<file path="src/common/bps_pkg.sv">
// Constants, field layouts and carrier types for the pack status and setup registers.
package bps_pkg;

  // ---------------------------------------------------------------
  // Clock and timing
  // ---------------------------------------------------------------
  localparam int unsigned CLK_KHZ          = 40000;
  localparam int unsigned TICK_MS          = 1;
  localparam int unsigned TICK_CYCLES      = TICK_MS * CLK_KHZ;
  localparam int unsigned LINE_RESET_US    = 120;
  localparam int unsigned LINE_RESET_CYCLES = (LINE_RESET_US * CLK_KHZ) / 1000;
  localparam int unsigned LOCKOUT_BASE_MS  = 512;
  localparam int unsigned HIGH_V_BASE_MS   = 512;
  localparam int unsigned LOW_V_BASE_MS    = 32;
  localparam int unsigned CURRENT_BASE_MS  = 2;
  localparam int unsigned DLY_W            = 13;

  // ---------------------------------------------------------------
  // Pages and byte offsets
  // ---------------------------------------------------------------
  localparam logic [1:0] PAGE_SETUP  = 2'h0;
  localparam logic [1:0] PAGE_STATUS = 2'h1;
  localparam logic [1:0] PAGE_ACCUM  = 2'h2;
  localparam logic [4:0] OFS_DELAY   = 5'h01;
  localparam logic [4:0] OFS_WARN    = 5'h02;
  localparam logic [4:0] OFS_ID_LO   = 5'h03;
  localparam logic [4:0] OFS_ID_HI   = 5'h04;
  localparam logic [4:0] OFS_STATUS  = 5'h00;
  localparam logic [4:0] OFS_SETUP   = 5'h01;

  // ---------------------------------------------------------------
  // Field positions and reset values
  // ---------------------------------------------------------------
  localparam int unsigned DLY_LOCKOUT_LSB = 6;
  localparam int unsigned DLY_HIGHV_LSB   = 4;
  localparam int unsigned DLY_LOWV_LSB    = 2;
  localparam int unsigned DLY_CURR_LSB    = 0;
  localparam int unsigned ST_ONE_BIT      = 7;
  localparam int unsigned ST_PIN_BIT      = 6;
  localparam int unsigned ST_LOCK_BIT     = 5;
  localparam int unsigned CFG_COUNT_BIT   = 7;
  localparam int unsigned CFG_LIM_HI_BIT  = 6;
  localparam int unsigned CFG_LIM_LO_BIT  = 5;
  localparam int unsigned CFG_POR_BIT     = 4;
  localparam int unsigned CFG_DIR_BIT     = 1;
  localparam int unsigned CFG_MEAN_BIT    = 0;
  localparam logic [7:0]  DELAY_RESET     = 8'h00;
  localparam logic [7:0]  WARN_RESET      = 8'h00;
  localparam logic [7:0]  CFG_FIXED_ONES  = 8'h0C;
  localparam logic [7:0]  CFG_RW_MASK     = 8'hF3;
  localparam logic [7:0]  CFG_RESET       = 8'h83;
  localparam logic [7:0]  RESERVED_READ   = 8'h00;

  // ---------------------------------------------------------------
  // Function codes
  // ---------------------------------------------------------------
  localparam logic [7:0] FN_LOCK   = 8'h43;
  localparam logic [7:0] FN_UNLOCK = 8'h44;

  // Delay channel index: high volt, low volt, discharge and charge current
  localparam int unsigned CH_HIGHV = 0;
  localparam int unsigned CH_LOWV  = 1;
  localparam int unsigned CH_DIS   = 2;
  localparam int unsigned CH_CHG   = 3;
  localparam int unsigned NUM_CH   = 4;

  // Register access request from the link protocol engine
  typedef struct packed {
    logic       valid;
    logic       write;
    logic [1:0] page;
    logic [4:0] addr;
    logic [7:0] wdata;
  } bps_access_s;

  // Protection outcome toward the pack switches
  typedef struct packed {
    logic charge_en;
    logic discharge_en;
    logic low_power;
  } bps_switch_s;

endpackage

</file>
<file path="src/hdl/bps_regs.sv">
// Protection timing, status, setup and identity registers with line-level bus duties.
`timescale 1ns/1ps

module bps_regs
  import bps_pkg::*;
#(
  parameter int unsigned   SENSE_W          = 10,
  parameter int unsigned   MS_TICK_CYCLES   = TICK_CYCLES,
  parameter int unsigned   LINE_LOW_CYCLES  = LINE_RESET_CYCLES,
  parameter logic [15:0]   FACTORY_ID       = 16'hA5C3  // Arbitrary value
) (
  // Clock and reset
  input  wire logic               clk_sys,
  input  wire logic               rst_b,
  // Link line, open drain
  input  wire logic               dq_in,
  output logic                    dq_out,
  output logic                    dq_oe,
  input  wire logic               link_drive_low,
  output logic                    link_reset_pulse,
  // Decoded register access and function codes from the protocol engine
  input  bps_access_s             access,
  input  wire logic               func_valid,
  input  wire logic [7:0]         func_code,
  output logic [7:0]              read_data,
  output logic                    read_valid,
  // General pin, open drain
  input  wire logic               pin_in,
  output logic                    pin_out,
  output logic                    pin_oe,
  input  wire logic               chan_write_valid,
  input  wire logic               chan_write_bit,
  // Analog comparator results and measurements
  input  wire logic               heat_over,
  input  wire logic [1:0]         cell_over_volt,
  input  wire logic [1:0]         cell_under_volt,
  input  wire logic [1:0]         cell_below_warn,
  input  wire logic signed [SENSE_W-1:0] sense_voltage,
  input  wire logic signed [SENSE_W-1:0] current_trip_level,
  input  wire logic [7:0]         remaining_charge_count,
  // Setup outputs toward measurement blocks
  output logic                    charge_counting_on,
  output logic [1:0]              counting_limit_sel,
  output logic                    sample_mean_sel,
  output logic                    general_pin_dir,
  // Pack switches
  output bps_switch_s             switches
);

  // ---------------------------------------------------------------
  // Elaboration checks
  // ---------------------------------------------------------------
  if (MS_TICK_CYCLES < 2 || MS_TICK_CYCLES > 65535) begin : g_bad_tick
    $error("MS_TICK_CYCLES out of range");
  end
  if (LINE_LOW_CYCLES < 2 || LINE_LOW_CYCLES > 8191) begin : g_bad_line
    $error("LINE_LOW_CYCLES out of range");
  end
  if (SENSE_W < 2 || SENSE_W > 16) begin : g_bad_sense
    $error("SENSE_W out of range");
  end

  // ---------------------------------------------------------------
  // State
  // ---------------------------------------------------------------
  typedef struct packed {
    logic [7:0]                     delay_sel;
    logic [7:0]                     warn_thr;
    logic [7:0]                     setup;
    logic                           locked;
    logic                           pin_mirror;
    logic                           pin_low;
    logic                           heat;
    logic                           warn;
    logic [NUM_CH-1:0]              trip;
    logic [NUM_CH-1:0][DLY_W-1:0]   cnt;
    logic                           oc_lock;
    logic [DLY_W-1:0]               lock_cnt;
    logic [15:0]                    pre;
    logic                           tick;
    logic [12:0]                    low_cnt;
    logic                           line_reset;
    logic                           drive;
    logic [7:0]                     rdata;
    logic                           rvalid;
    bps_switch_s                    sw;
  } bps_state_s;

  bps_state_s st;
  bps_state_s next_st;

  // Delay in ms for a two-bit code: base doubled per code step
  function automatic logic [DLY_W-1:0] delay_ms(input int unsigned base, input logic [1:0] code);
    logic [DLY_W-1:0] b;
    b = DLY_W'(base);
    return b << code;
  endfunction

  // Read-back value of one byte of the map
  function automatic logic [7:0] read_byte(input bps_state_s s, input logic [1:0] page,
                                           input logic [4:0] addr, input logic pin);
    logic [7:0] v;
    v = RESERVED_READ;
    if (page == PAGE_SETUP && addr == OFS_DELAY) begin
      v = s.delay_sel;
    end else if (page == PAGE_SETUP && addr == OFS_WARN) begin
      v = s.warn_thr;
    end else if (page == PAGE_SETUP && addr == OFS_ID_LO) begin
      v = FACTORY_ID[7:0];
    end else if (page == PAGE_SETUP && addr == OFS_ID_HI) begin
      v = FACTORY_ID[15:8];
    end else if (page == PAGE_STATUS && addr == OFS_STATUS) begin
      v = {1'b1, pin, s.locked, s.heat, s.trip[CH_HIGHV], s.trip[CH_LOWV], s.oc_lock, s.warn};
    end else if (page == PAGE_ACCUM && addr == OFS_SETUP) begin
      v = (s.setup & CFG_RW_MASK) | CFG_FIXED_ONES;
    end
    return v;
  endfunction

  // ---------------------------------------------------------------
  // Next-state logic
  // ---------------------------------------------------------------
  always_comb begin
    logic [NUM_CH-1:0]            cond;
    logic [NUM_CH-1:0][DLY_W-1:0] limit;
    logic                         take;
    logic                         pin_now;
    next_st = st;
    cond    = '0;
    limit   = '0;
    take    = 1'b0;
    pin_now = st.pin_mirror;

    // Slow tick prescaler; limited resolution of one tick is accepted on every delay
    next_st.tick = 1'b0;
    if (st.pre == 16'(MS_TICK_CYCLES - 1)) begin
      next_st.pre  = '0;
      next_st.tick = 1'b1;
    end else begin
      next_st.pre = st.pre + 16'h0001;
    end

    // Line low timer; released line or a long low ends it
    next_st.line_reset = 1'b0;
    if (dq_in) begin
      next_st.low_cnt = '0;
    end else if (st.low_cnt != 13'(LINE_LOW_CYCLES)) begin
      next_st.low_cnt = st.low_cnt + 13'h0001;
      if (st.low_cnt == 13'(LINE_LOW_CYCLES - 1)) begin
        next_st.line_reset = 1'b1;
      end
    end
    // Pull low only; a long low drops our own drive so the slot is abandoned
    next_st.drive = link_drive_low && !next_st.line_reset && st.low_cnt != 13'(LINE_LOW_CYCLES);

    // Protection conditions and their selected delays
    cond[CH_HIGHV]  = |cell_over_volt;
    cond[CH_LOWV]   = |cell_under_volt;
    cond[CH_DIS]    = sense_voltage > current_trip_level;
    cond[CH_CHG]    = sense_voltage < -current_trip_level;
    limit[CH_HIGHV] = delay_ms(HIGH_V_BASE_MS, st.delay_sel[DLY_HIGHV_LSB +: 2]);
    limit[CH_LOWV]  = delay_ms(LOW_V_BASE_MS, st.delay_sel[DLY_LOWV_LSB +: 2]);
    limit[CH_DIS]   = delay_ms(CURRENT_BASE_MS, st.delay_sel[DLY_CURR_LSB +: 2]);
    limit[CH_CHG]   = limit[CH_DIS];

    // Continuous-condition counters; a gap clears the count
    for (int i = 0; i < NUM_CH; i++) begin
      if (!cond[i] || (st.oc_lock && i >= CH_DIS)) begin
        next_st.cnt[i]  = '0;
        next_st.trip[i] = 1'b0;
      end else if (st.tick && !st.trip[i]) begin
        next_st.cnt[i] = st.cnt[i] + 13'h0001;
        if (st.cnt[i] + 13'h0001 >= limit[i]) begin
          next_st.trip[i] = 1'b1;
        end
      end
    end

    // Overcurrent lockout holds both switches off for the selected time
    if (next_st.trip[CH_DIS] || next_st.trip[CH_CHG]) begin
      next_st.oc_lock  = 1'b1;
      next_st.lock_cnt = '0;
    end else if (st.oc_lock && st.tick) begin
      next_st.lock_cnt = st.lock_cnt + 13'h0001;
      if (st.lock_cnt + 13'h0001 >= delay_ms(LOCKOUT_BASE_MS, st.delay_sel[DLY_LOCKOUT_LSB +: 2])) begin
        next_st.oc_lock = 1'b0;
      end
    end

    // Status flags
    next_st.heat = heat_over;
    if (remaining_charge_count < st.warn_thr || |cell_below_warn) begin
      next_st.warn = 1'b1;
    end else if (remaining_charge_count > st.warn_thr) begin
      next_st.warn = 1'b0;
    end

    // Switch outputs
    next_st.sw.charge_en    = !(next_st.trip[CH_HIGHV] || next_st.trip[CH_LOWV] || next_st.oc_lock
                                || heat_over);
    next_st.sw.discharge_en = !(next_st.trip[CH_LOWV] || next_st.oc_lock || heat_over);
    next_st.sw.low_power    = next_st.trip[CH_LOWV];

    // Lock and unlock function codes
    if (func_valid && !next_st.line_reset) begin
      if (func_code == FN_LOCK) begin
        next_st.locked = 1'b1;
      end else if (func_code == FN_UNLOCK) begin
        next_st.locked = 1'b0;
      end
    end

    // Pin channel writes only when the direction bit says write
    if (chan_write_valid && !st.setup[CFG_DIR_BIT]) begin
      next_st.pin_low = !chan_write_bit;
    end

    // Register access; a reset pulse in the same cycle abandons it
    take           = access.valid && !next_st.line_reset;
    next_st.rvalid = 1'b0;
    if (take && access.page == PAGE_STATUS) begin
      next_st.pin_mirror = pin_in;
      pin_now            = pin_in;
    end
    if (take && !access.write) begin
      next_st.rdata  = read_byte(st, access.page, access.addr, pin_now);
      next_st.rvalid = 1'b1;
    end
    if (take && access.write) begin
      if (access.page == PAGE_SETUP && !st.locked && access.addr == OFS_DELAY) begin
        next_st.delay_sel = access.wdata;
      end
      if (access.page == PAGE_SETUP && !st.locked && access.addr == OFS_WARN) begin
        next_st.warn_thr = access.wdata;
      end
      if (access.page == PAGE_ACCUM && access.addr == OFS_SETUP) begin
        next_st.setup = (access.wdata & CFG_RW_MASK & ~(8'h01 << CFG_POR_BIT))
                        | (st.setup & (8'h01 << CFG_POR_BIT));
        if (access.wdata[CFG_POR_BIT]) begin
          next_st.setup[CFG_POR_BIT] = 1'b1;
        end
      end
    end
  end

  // ---------------------------------------------------------------
  // State register
  // ---------------------------------------------------------------
  always_ff @(posedge clk_sys or negedge rst_b) begin
    if (!rst_b) begin
      st            <= '0;
      st.delay_sel  <= DELAY_RESET;
      st.warn_thr   <= WARN_RESET;
      st.setup      <= CFG_RESET;
      st.locked     <= 1'b1;
      st.pin_mirror <= 1'b1;
      st.sw         <= '{charge_en: 1'b1, discharge_en: 1'b1, low_power: 1'b0};
    end else begin
      st <= next_st;
    end
  end

  // ---------------------------------------------------------------
  // Outputs, straight from state flops except dq_out and pin_out, which are tied low
  // ---------------------------------------------------------------
  assign dq_out             = 1'b0;
  assign dq_oe              = st.drive;
  assign link_reset_pulse   = st.line_reset;
  assign read_data          = st.rdata;
  assign read_valid         = st.rvalid;
  assign pin_out            = 1'b0;
  assign pin_oe             = st.pin_low;
  assign charge_counting_on = st.setup[CFG_COUNT_BIT];
  assign counting_limit_sel = {st.setup[CFG_LIM_HI_BIT], st.setup[CFG_LIM_LO_BIT]};
  assign sample_mean_sel    = st.setup[CFG_MEAN_BIT];
  assign general_pin_dir    = st.setup[CFG_DIR_BIT];
  assign switches           = st.sw;

endmodule

</file>
<file path="config.mk">
export PLATFORM = sky130hd
export DESIGN_NAME = bps_regs
export DESIGN_NICKNAME = d
export VERILOG_FILES = /design/src/common/bps_pkg.sv /design/src/hdl/bps_regs.sv
export SDC_FILE = /design/constraint.sdc
export NUM_CORES = 1
export LEC_CHECK = 0
export ABC_AREA = 0
export BUFFER_PORTS_ARGS = -buffer_cell sky130_fd_sc_hd__buf_2
export CORE_MARGIN = 2
export CORE_UTILIZATION = 54
export CTS_BUF_LIST = sky130_fd_sc_hd__clkbuf_16
export DETAILED_ROUTE_END_ITERATION = 7
export PLACE_DENSITY = 0.77
export SETUP_SLACK_MARGIN = 0.02
export SYNTH_ARGS = -nofsm -noshare
export SYNTH_HDL_FRONTEND = slang
export SYNTH_SLANG_ARGS = --single-unit
</file>
<file path="constraint.sdc">
create_clock -name clk_sys -period 2.66 [get_ports clk_sys]
set_input_delay 0.399 -clock clk_sys [delete_from_list [all_inputs] [get_ports clk_sys]]
set_output_delay 0.399 -clock clk_sys [all_outputs]
set_load 0.1 [all_outputs]
</file>
# After elaboration in Yosys (flattened, before gate mapping)
# Index checks and enable logic that the tools add are counted.
# W data, S select, Z words.
[word_totals]
reg_bits = 143
input_bits = 68
output_inout_bits = 22
[op_classes]
n_addsub = 8
order_cmp = 9
n_eq_ne = 13
n_shift = 4
mux = 42
bitwise_logic = 1
reduce_logical = 59
[ops]
columns = ["operator", "count"]
rows = [
  ["$mux W13", 9],
  ["$add A13 B1 Y13 const B", 6],
  ["$ge A13 B13 Y1", 5],
  ["$mux W8", 6],
  ["$mux W14", 3],
  ["$shl A10 B2 Y13 const A", 2],
  ["$mux W1", 23],
  ["$logic_and A1 B1 Y1", 22],
  ["$add A16 B1 Y16 const B", 1],
  ["$eq A16 B16 Y1 const B", 1],
  ["$eq A8 B7 Y1 const B", 2],
  ["$mux W16", 1],
  ["$eq A13 B13 Y1 const B", 1],
  ["$logic_not A1 Y1", 13],
  ["$ne A13 B13 Y1 const B", 1],
  ["$shl A2 B2 Y13 const A", 1],
  ["$shl A6 B2 Y13 const A", 1],
  ["$reduce_bool A2 Y1", 6],
  ["$eq A5 B2 Y1 const B", 2],
  ["$gt A10 B10 Y1", 1],
  ["$lt A10 B10 Y1", 1],
  ["$neg A10 Y10", 1],
  ["$logic_or A1 B1 Y1", 9],
  ["$gt A8 B8 Y1", 1],
  ["11 further kinds", 17],
]

# Logic depth before layout (Yosys ltp)
# Gate-level depths: netlist of the first run.
[depth]
word_depth = 13
mapped_depth = 13
ltp_nobuf = 12

# Worst setup path before layout of the first run
# Ideal clock, no wire load.
[synth_timing]
path_type = "input-to-reg"
start = "input current_trip_level[3]"
end = "register st[50] (netlist bit)"
setup_time_ns = 0.128
t_arrival_ns = 2.591
t_required_ns = 2.532
slack_ns = -0.059
path_stages = 13
n_path_buf = 1
path_cell_list = "inv_1 nand4_1 or3_1 nor4_1 xnor2_1 ha_1 nor2b_1 a31oi_1 nor2_1 a41oi_4 nor3_4 buf_6 nor3_2"
[synth_rtl]
columns = ["element", "line", "source"]
rows = [
  ["start: declaration", "bps_regs.sv:39", "input wire logic signed [SENSE_W-1:0] current_trip_level,"],
  ["end signal: assignment", "bps_regs.sv:259", "st <= next_st;"],
  ["end: declaration", "bps_regs.sv:89", "bps_state_s st;"],
]

==> results of run 1 <==
==> report_power, final <==
part           total, mW  internal, mW  switching (mW)  leakage, nW
sequential          2.26          2.20          0.0638         1.86
combinational      0.583         0.199           0.385         2.40
clock               2.49          1.63           0.856        0.316
total               5.34          4.03            1.30         4.58
==> critical path, delay by kind of cell, from the launching register on <==
kind                     cells  cell delay (ns)
AO/OA/AOI/OAI                2             0.46
XOR/XNOR                     1             0.18
adder cells (fa/ha/maj)      2             0.52
AND/OR/NAND/NOR              2             0.46
flip-flops                   1             0.36
buffers and inverters        3             0.46
==> repair_timing <==
action / CTS / global route
setup buffers: 5 / 0
hold endpoints to repair: 55 / 0
endpoints found under the setup margin: 2 / 14
gates resized for setup: 3 / 10
hold buffers: 1 / 0
pin swaps: 1 / 3
gates cloned: 0 / 0
==> metrics by stage <==
step           utilization  setup TNS, ns  setup slack (ns)
3_5_place_dp         0.600          -1.07            -0.236
4_1_cts              0.643              0            0.0432
5_1_grt              0.645       -0.00134          -0.00134
6_report             0.645              0             0.104
2_1_floorplan            -              0            0.0463
3_3_place_gp         0.600         -0.206            -0.175
==> final cells by class <==
| cell class | instances | share of cell area |
|---|---|---|
| inverters | 41 | 0.0152 |
| repair buffers | 136 | 0.0826 |
| flip-flops and latches | 140 | 0.346 |
| clock inverters | 14 | 0.0188 |
| well taps | 216 | 0.0267 |
| multi-input cells | 688 | 0.469 |
| clock buffers | 17 | 0.0420 |
==> synth_stat cells (all sizes together), types with 7 or more instances <==
master | instances | area, µm²
clkbuf | 19 | 71.3
o21ai | 22 | 110
nor2 | 118 | 443
nand3 | 41 | 205
a21oi | 32 | 160
or3 | 11 | 68.8
o21a | 7 | 52.6
dfstp | 7 | 184
xor2 | 54 | 473
nand2 | 67 | 251
ha | 56 | 701
nor2b | 9 | 56.3
and3 | 11 | 68.8
nand4 | 27 | 169
nand2b | 18 | 113
mux2 | 21 | 236
dfrtp | 133 | 3330
nor3 | 37 | 252
inv | 41 | 154
xnor2 | 53 | 464
nor4 | 10 | 83.8
buf | 20 | 150
==> worst min-delay path by stage <==
| stage | from | slack, ns | cells past startpoint | endpoint |
|---|---|---|---|---|
| detailed placement | rst_b | 0.41 | 1 | st[75] |
| floorplan | rst_b | 0.10 | 0 | counting_limit_sel[0] |
| global placement | rst_b | 0.40 | 1 | st[75] |
| finish | heat_over | 0.13 | 1 | st[115] |
| CTS | heat_over | 0.11 | 1 | st[115] |
| global route | heat_over | 0.11 | 1 | st[115] |
==> cells in the final DEF (no fill, tap or decap), types with 5 or more instances in the layout <==
cell	n
xnor2_1	52
bufinv_16	5
buf_4	46
mux2_2	13
nor2_1	117
or2_2	5
a22oi_1	5
nand4_1	27
mux2_1	8
buf_2	86
inv_1	44
dfrtp_1	133
a21oi_1	32
nor2b_1	9
dfstp_2	7
a31oi_1	6
nor4_1	6
nor3_2	12
ha_1	54
or3_1	11
nor3_1	24
o21a_1	7
and3_1	11
nand2b_1	18
o21ai_0	19
clkbuf_16	17
nand2_1	67
nand3_1	39
xor2_1	54
==> state kept, by name, summed over array words and instances, names as in the netlist <==
name and flops:
read_valid 1, general_pin_dir 1, counting_limit_sel 2, dq_oe 1, charge_counting_on 1, switches 2, sample_mean_sel 1, pin_oe 1
st 121, link_reset_pulse 1, read_data 8
==> cell families (layout without fill, tap and decap cells) <==
| logic type | after synthesis | in the layout | share of synthesized area |
|---|---|---|---|
| muxes | 25 | 25 | 0.0323 |
| and+or+nand+nor | 380 | 380 | 0.230 |
| buffers and inverters | 80 | 208 | 0.0438 |
| other | 1 | 2 | 0.000437 |
| adders and majority gates | 56 | 56 | 0.0817 |
| xor gates and xnor gates | 107 | 107 | 0.109 |
| DFF | 140 | 140 | 0.410 |
| AOI/OAI and AO/OA | 118 | 118 | 0.0930 |
==> metal layers <==
layer,routed length (µm),part of all wire
met2,9460,0.50
met3,729,0.039
met1,8210,0.44
met4,469,0.025
met5,0,0
==> metrics.txt, run 1 <==
ys flop type dfrtp_1; DR vias 6914; M1 GR Usage 0.293; FF-to-FF path depth 10; Hold Crit Class in2reg; Slew @ Worst Pin between 0.8 and 0.9 ns; share of cells above drive strength 1 0.208; fin crit share 0.961; grt met3 use 0.0426; GR met2 Demand/Resource 0.407; Seq cells post-synth 140; PortBufs 87; number of global-route vias before repair 6800; origin of the critical flop-to-flop path st[84]; pwr dens 526 nW/µm²; total grt overflow 0; pin count of the biggest net entering global routing 62; cell area after layout 10100 µm²; final net count 1148; Num CTS Buffers 17; register area about 3500 µm²; Final min period roughly 2.6 ns; initial DRC count between 400 and 500; Routability Congestion 0.871; Worst setup EP type flip-flop; critical path peak fanout 5; DP HPWL 13700 µm; Vias per Instance between 5 and 6; Yosys warnings 0; cell chain of the critical path ha_2 -> buf_4 -> nand3_2 -> xnor2_2 -> ha_1 -> a2111oi_4 -> buf_4 -> a311oi_2 -> buf_12 -> or3b_1; Die H ~130 µm; Lkg Pwr roughly 4.6 nW; CTS tree done; crit path DAT around 2.9 ns; Slew headroom 0.400; post-synthesis sequential area ratio 0.410; CP dominant cell by count buf_4; Initial Utilization 0.546; clk_lat worst skew 0.42 ns; Worst setup SP type flip-flop; timing endpoint of the critical path st[57]; number of enable-type register cells in the synthesized netlist 0; Post-Syn Instances 907; setup violators final 0; Finished Layout Cells between 1000 and 1500; routed wire length 18900 µm; VDD IR-drop max 0.426 mV; All-Layer GR Usage 0.235; crit-path max cell delay 0.36 ns; Syn Area/Cell approximately 9.5 µm²; Yosys cell types 67; Reg clk slew, reported paths ~0.05 ns; worst setup path startpoint st[84]; Core ar. 15700 µm²; cell area after synthesis 8570 µm²; post-route clock skew about 0.0075 ns; H-Tree Depth 4; die area 16900 µm²; Die X 130 µm; DRC Markers 0; slowest CP cell dfrtp_1; R2R setup slack about 0.10 ns; fill count approximately 1300; final hold violation count 0; initial antenna violation count 0; Achievable Freq 0.391 GHz; CTS Sinks 140; Antenna Diode Count 0; DP Area 9420 µm²; Max-cap violations 0; io pins 90; Inst Count DP 1215; # rows 46; Tot Pwr 5.34 mW; first-pass GRT wire length 31700 µm; WP data required about 3 ns; Area Growth Syn to Fin 18.3%; FFs w/ async S/R, synth 1.00; Pre-antenna DRT Iters 7; global route hottest layer met2; RR Endpoint st[57]; run status finished, final reports clean; Hold Slack 0.126 ns; critical path class reg2reg; area of the multi-input gates 4750 µm²; Final ANT Viol Nets 0; Slew Viols, Final 0; root buffer selected by CTS clkbuf_16; Clock Tree Buf Depth 2; wire per inst 15.1 µm
No activity file was read; power rests on OpenSTA's default activity.
==> inputs of run 2 (changes only) <==
--- a/config.mk
+++ b/config.mk
@@ -11,7 +11,7 @@
 export CORE_UTILIZATION = 54
 export CTS_BUF_LIST = sky130_fd_sc_hd__clkbuf_16
 export DETAILED_ROUTE_END_ITERATION = 7
-export PLACE_DENSITY = 0.77
+export PLACE_DENSITY = 0.74
 export SETUP_SLACK_MARGIN = 0.02
 export SYNTH_ARGS = -nofsm -noshare
 export SYNTH_HDL_FRONTEND = slang
==> run 2 against run 1 <==
Global-route usage down 0.60 points. Register-to-register slack better by 0.02 ns. First-iteration DRC count down 29%. Clock power down 14%. Via count down 1.7%. Worst hold slack worse by 0.0015 ns. Sequential share of layout area up 0.49 points. Design area down 1.4%. Worst setup slack better by 0.016 ns. Flip-flop and latch count unchanged. Utilization down 0.89 points. Non-clock buffer count down 8.
==> metrics.txt, run 2 (synthesis gave the netlist of run 1 again) <==
Reg power frac 0.453 (+0.029); Core ar. 15700 µm² (unchanged); Reg clk slew, reported paths 0.06 ns (about the same); fin crit share 0.955 (-0.00594); VDD IR-drop max 0.464 mV (+9.0%); Area Growth Syn to Fin 16.7%; critical path peak fanout 17 (+12); PortBufs 87 (unchanged); total grt overflow 0 (unchanged); area of the multi-input gates 4740 µm² (-0.21%); timing endpoint of the critical path st[57]; Biggest register st; Routability Congestion 0.880 (+0.95%); Net Switching 1.33 mW (+2.2%); Worst setup SP type flip-flop; run status finished, final reports clean; FF-to-FF path depth 9 (-1); RSZ-0062 raised after global routing no; TNS Setup 0 ns (unchanged); fill count 1296 (+3.4%); Slew @ Worst Pin 0.786 ns (-0.110 ns); Worst setup EP type flip-flop; Clock Tree Buf Depth 2 (unchanged); Hold Crit Class in2reg; wire per inst 14.7 µm (-2.5%); Vias per Instance 5.46 (-1.1%); share of cells above drive strength 1 0.201 (-0.00733); Antenna Diode Count 0 (unchanged); clk_lat worst skew 0.42 ns (about the same); combinational power share 0.117 (+0.008); RR Endpoint st[57]; CTS tree done; register area 3510 µm² (unchanged); DRC Markers 0 (unchanged); All-Layer GR Usage 0.229 (-0.00598); global route hottest layer met2; Initial Utilization 0.546 (unchanged); origin of the critical flop-to-flop path st[84]; Tot Pwr 4.99 mW (-6.4%); Max-cap violations 0 (unchanged); pin count of the biggest net entering global routing 59 (-4.8%); crit path DAT 2.84 ns (about the same); final hold violation count 0 (unchanged); Slew Viols, Final 0 (unchanged); grt met3 use 0.0463 (+0.00369); io pins 90 (unchanged); GR met2 Demand/Resource 0.381 (-0.0262); routed wire length 18300 µm (-3.0%); Slew headroom 0.474 (+0.0739); pwr dens 499 nW/µm² (-5.1%); initial antenna violation count 0 (unchanged); H-Tree Depth 4 (unchanged); setup violators final 0 (unchanged); Final min period 2.54 ns (-0.0158 ns); CTS Sinks 140 (unchanged); Die X 130 µm (unchanged); most common cell after layout, fill and taps aside dfrtp_1; post-route clock skew 0.00990 ns (+0.00245 ns); Lkg Pwr 4.49 nW (-1.9%); DP HPWL 13600 µm (-1.1%); PnR worst setup slack 0.119 ns (+0.0158 ns); Achievable Freq 0.394 GHz (+0.62%); switch share 0.267 (+0.0226); final net count 1140 (-0.70%); die area 16900 µm² (unchanged); WP data required 2.96 ns (about the same); # rows 46 (unchanged); Num CTS Buffers 17 (unchanged); Pint 3.66 mW (-9.2%); first-pass GRT wire length 30600 µm (-3.5%); Pre-antenna DRT Iters 5 (-2); critical path class reg2reg; M1 GR Usage 0.295 (+0.00236); worst setup path startpoint st[84]; initial DRC count 344 (-29%); DP Worst Slack -0.217 ns (+0.0193 ns); number of global-route vias before repair 6608 (-2.8%); R2R setup slack 0.12 ns (+0.02 ns); Final ANT Viol Nets 0 (unchanged); Largest register FFs 121 (unchanged); Die H 130 µm (unchanged); DR vias 6797 (-1.7%); Clock power frac 0.430 (-0.036); most frequent cells in the layout dfrtp_1, nor2_1, buf_2; root buffer selected by CTS clkbuf_16
-- run 2: cell type report --
type | count | share of cell area
inverters | 41 | 0.0154
multi-input cells | 688 | 0.474
clock inverters | 15 | 0.0108
flip-flops and latches | 140 | 0.351
repair buffers | 128 | 0.0790
clock buffers | 17 | 0.0425
well taps | 216 | 0.0270
-- run 2: metrics by stage --
stage | instance area [µm²] | cells | util | hold WS [ns]
finish | 10000 | 1245 | 0.636 | 0.124
global route | 10000 | 1245 | 0.636 | 0.111
global placement | 9400 | 1211 | 0.598 | 0.312
CTS | 9950 | 1244 | 0.633 | 0.103
detailed placement | 9400 | 1211 | 0.598 | 0.318
floorplan | 8580 | 908 | - | 0.103
-- run 2: timing repair --
item	in CTS	in global routing
endpoints found under the setup margin	1	2
hold buffers	1	0
pin swaps	0	3
hold endpoints to repair	29	0
resized for setup	2	8
setup buffers	0	1
-- run 2: how the worst min path moves through the flow --
stage,startpoint,endpoint,slack [ns],cells past startpoint
after floorplan,rst_b,counting_limit_sel[0],0.10,0
after global placement,rst_b,st[77],0.31,1
after detailed placement,rst_b,read_data[2],0.32,1
after CTS,heat_over,st[115],0.10,1
after global routing,heat_over,st[115],0.11,1
final,heat_over,st[115],0.12,1
-- run 2: power groups by stage --
stage | sequential, mW | clock [mW] | combinational (mW)
after floorplan | 2.32 | 0 | 0.366
after detailed placement | 2.30 | 0 | 0.587
after global placement | 2.30 | 0 | 0.573
after global routing | 2.27 | 2.28 | 0.648
final | 2.26 | 2.15 | 0.585
after CTS | 2.26 | 2.19 | 0.590
-- run 2: metal layers --
layer	routed length, µm	up-vias	share of wire
met3	669	38	0.037
met5	0	-	0
met1	8270	3258	0.45
li1	-	3379	-
met4	460	0	0.025
met2	8890	122	0.49
-- run 2: critical path, cell delays in order, from the launching register on --
cell and delay [ns]:
dfrtp_1 0.42, ha_2 0.24, xor2_1 0.17, ha_1 0.30, o211ai_1 0.09, nand2_1 0.12, a2111oi_4 0.36, a311oi_2 0.17
buf_12 0.19, or3b_1 0.36
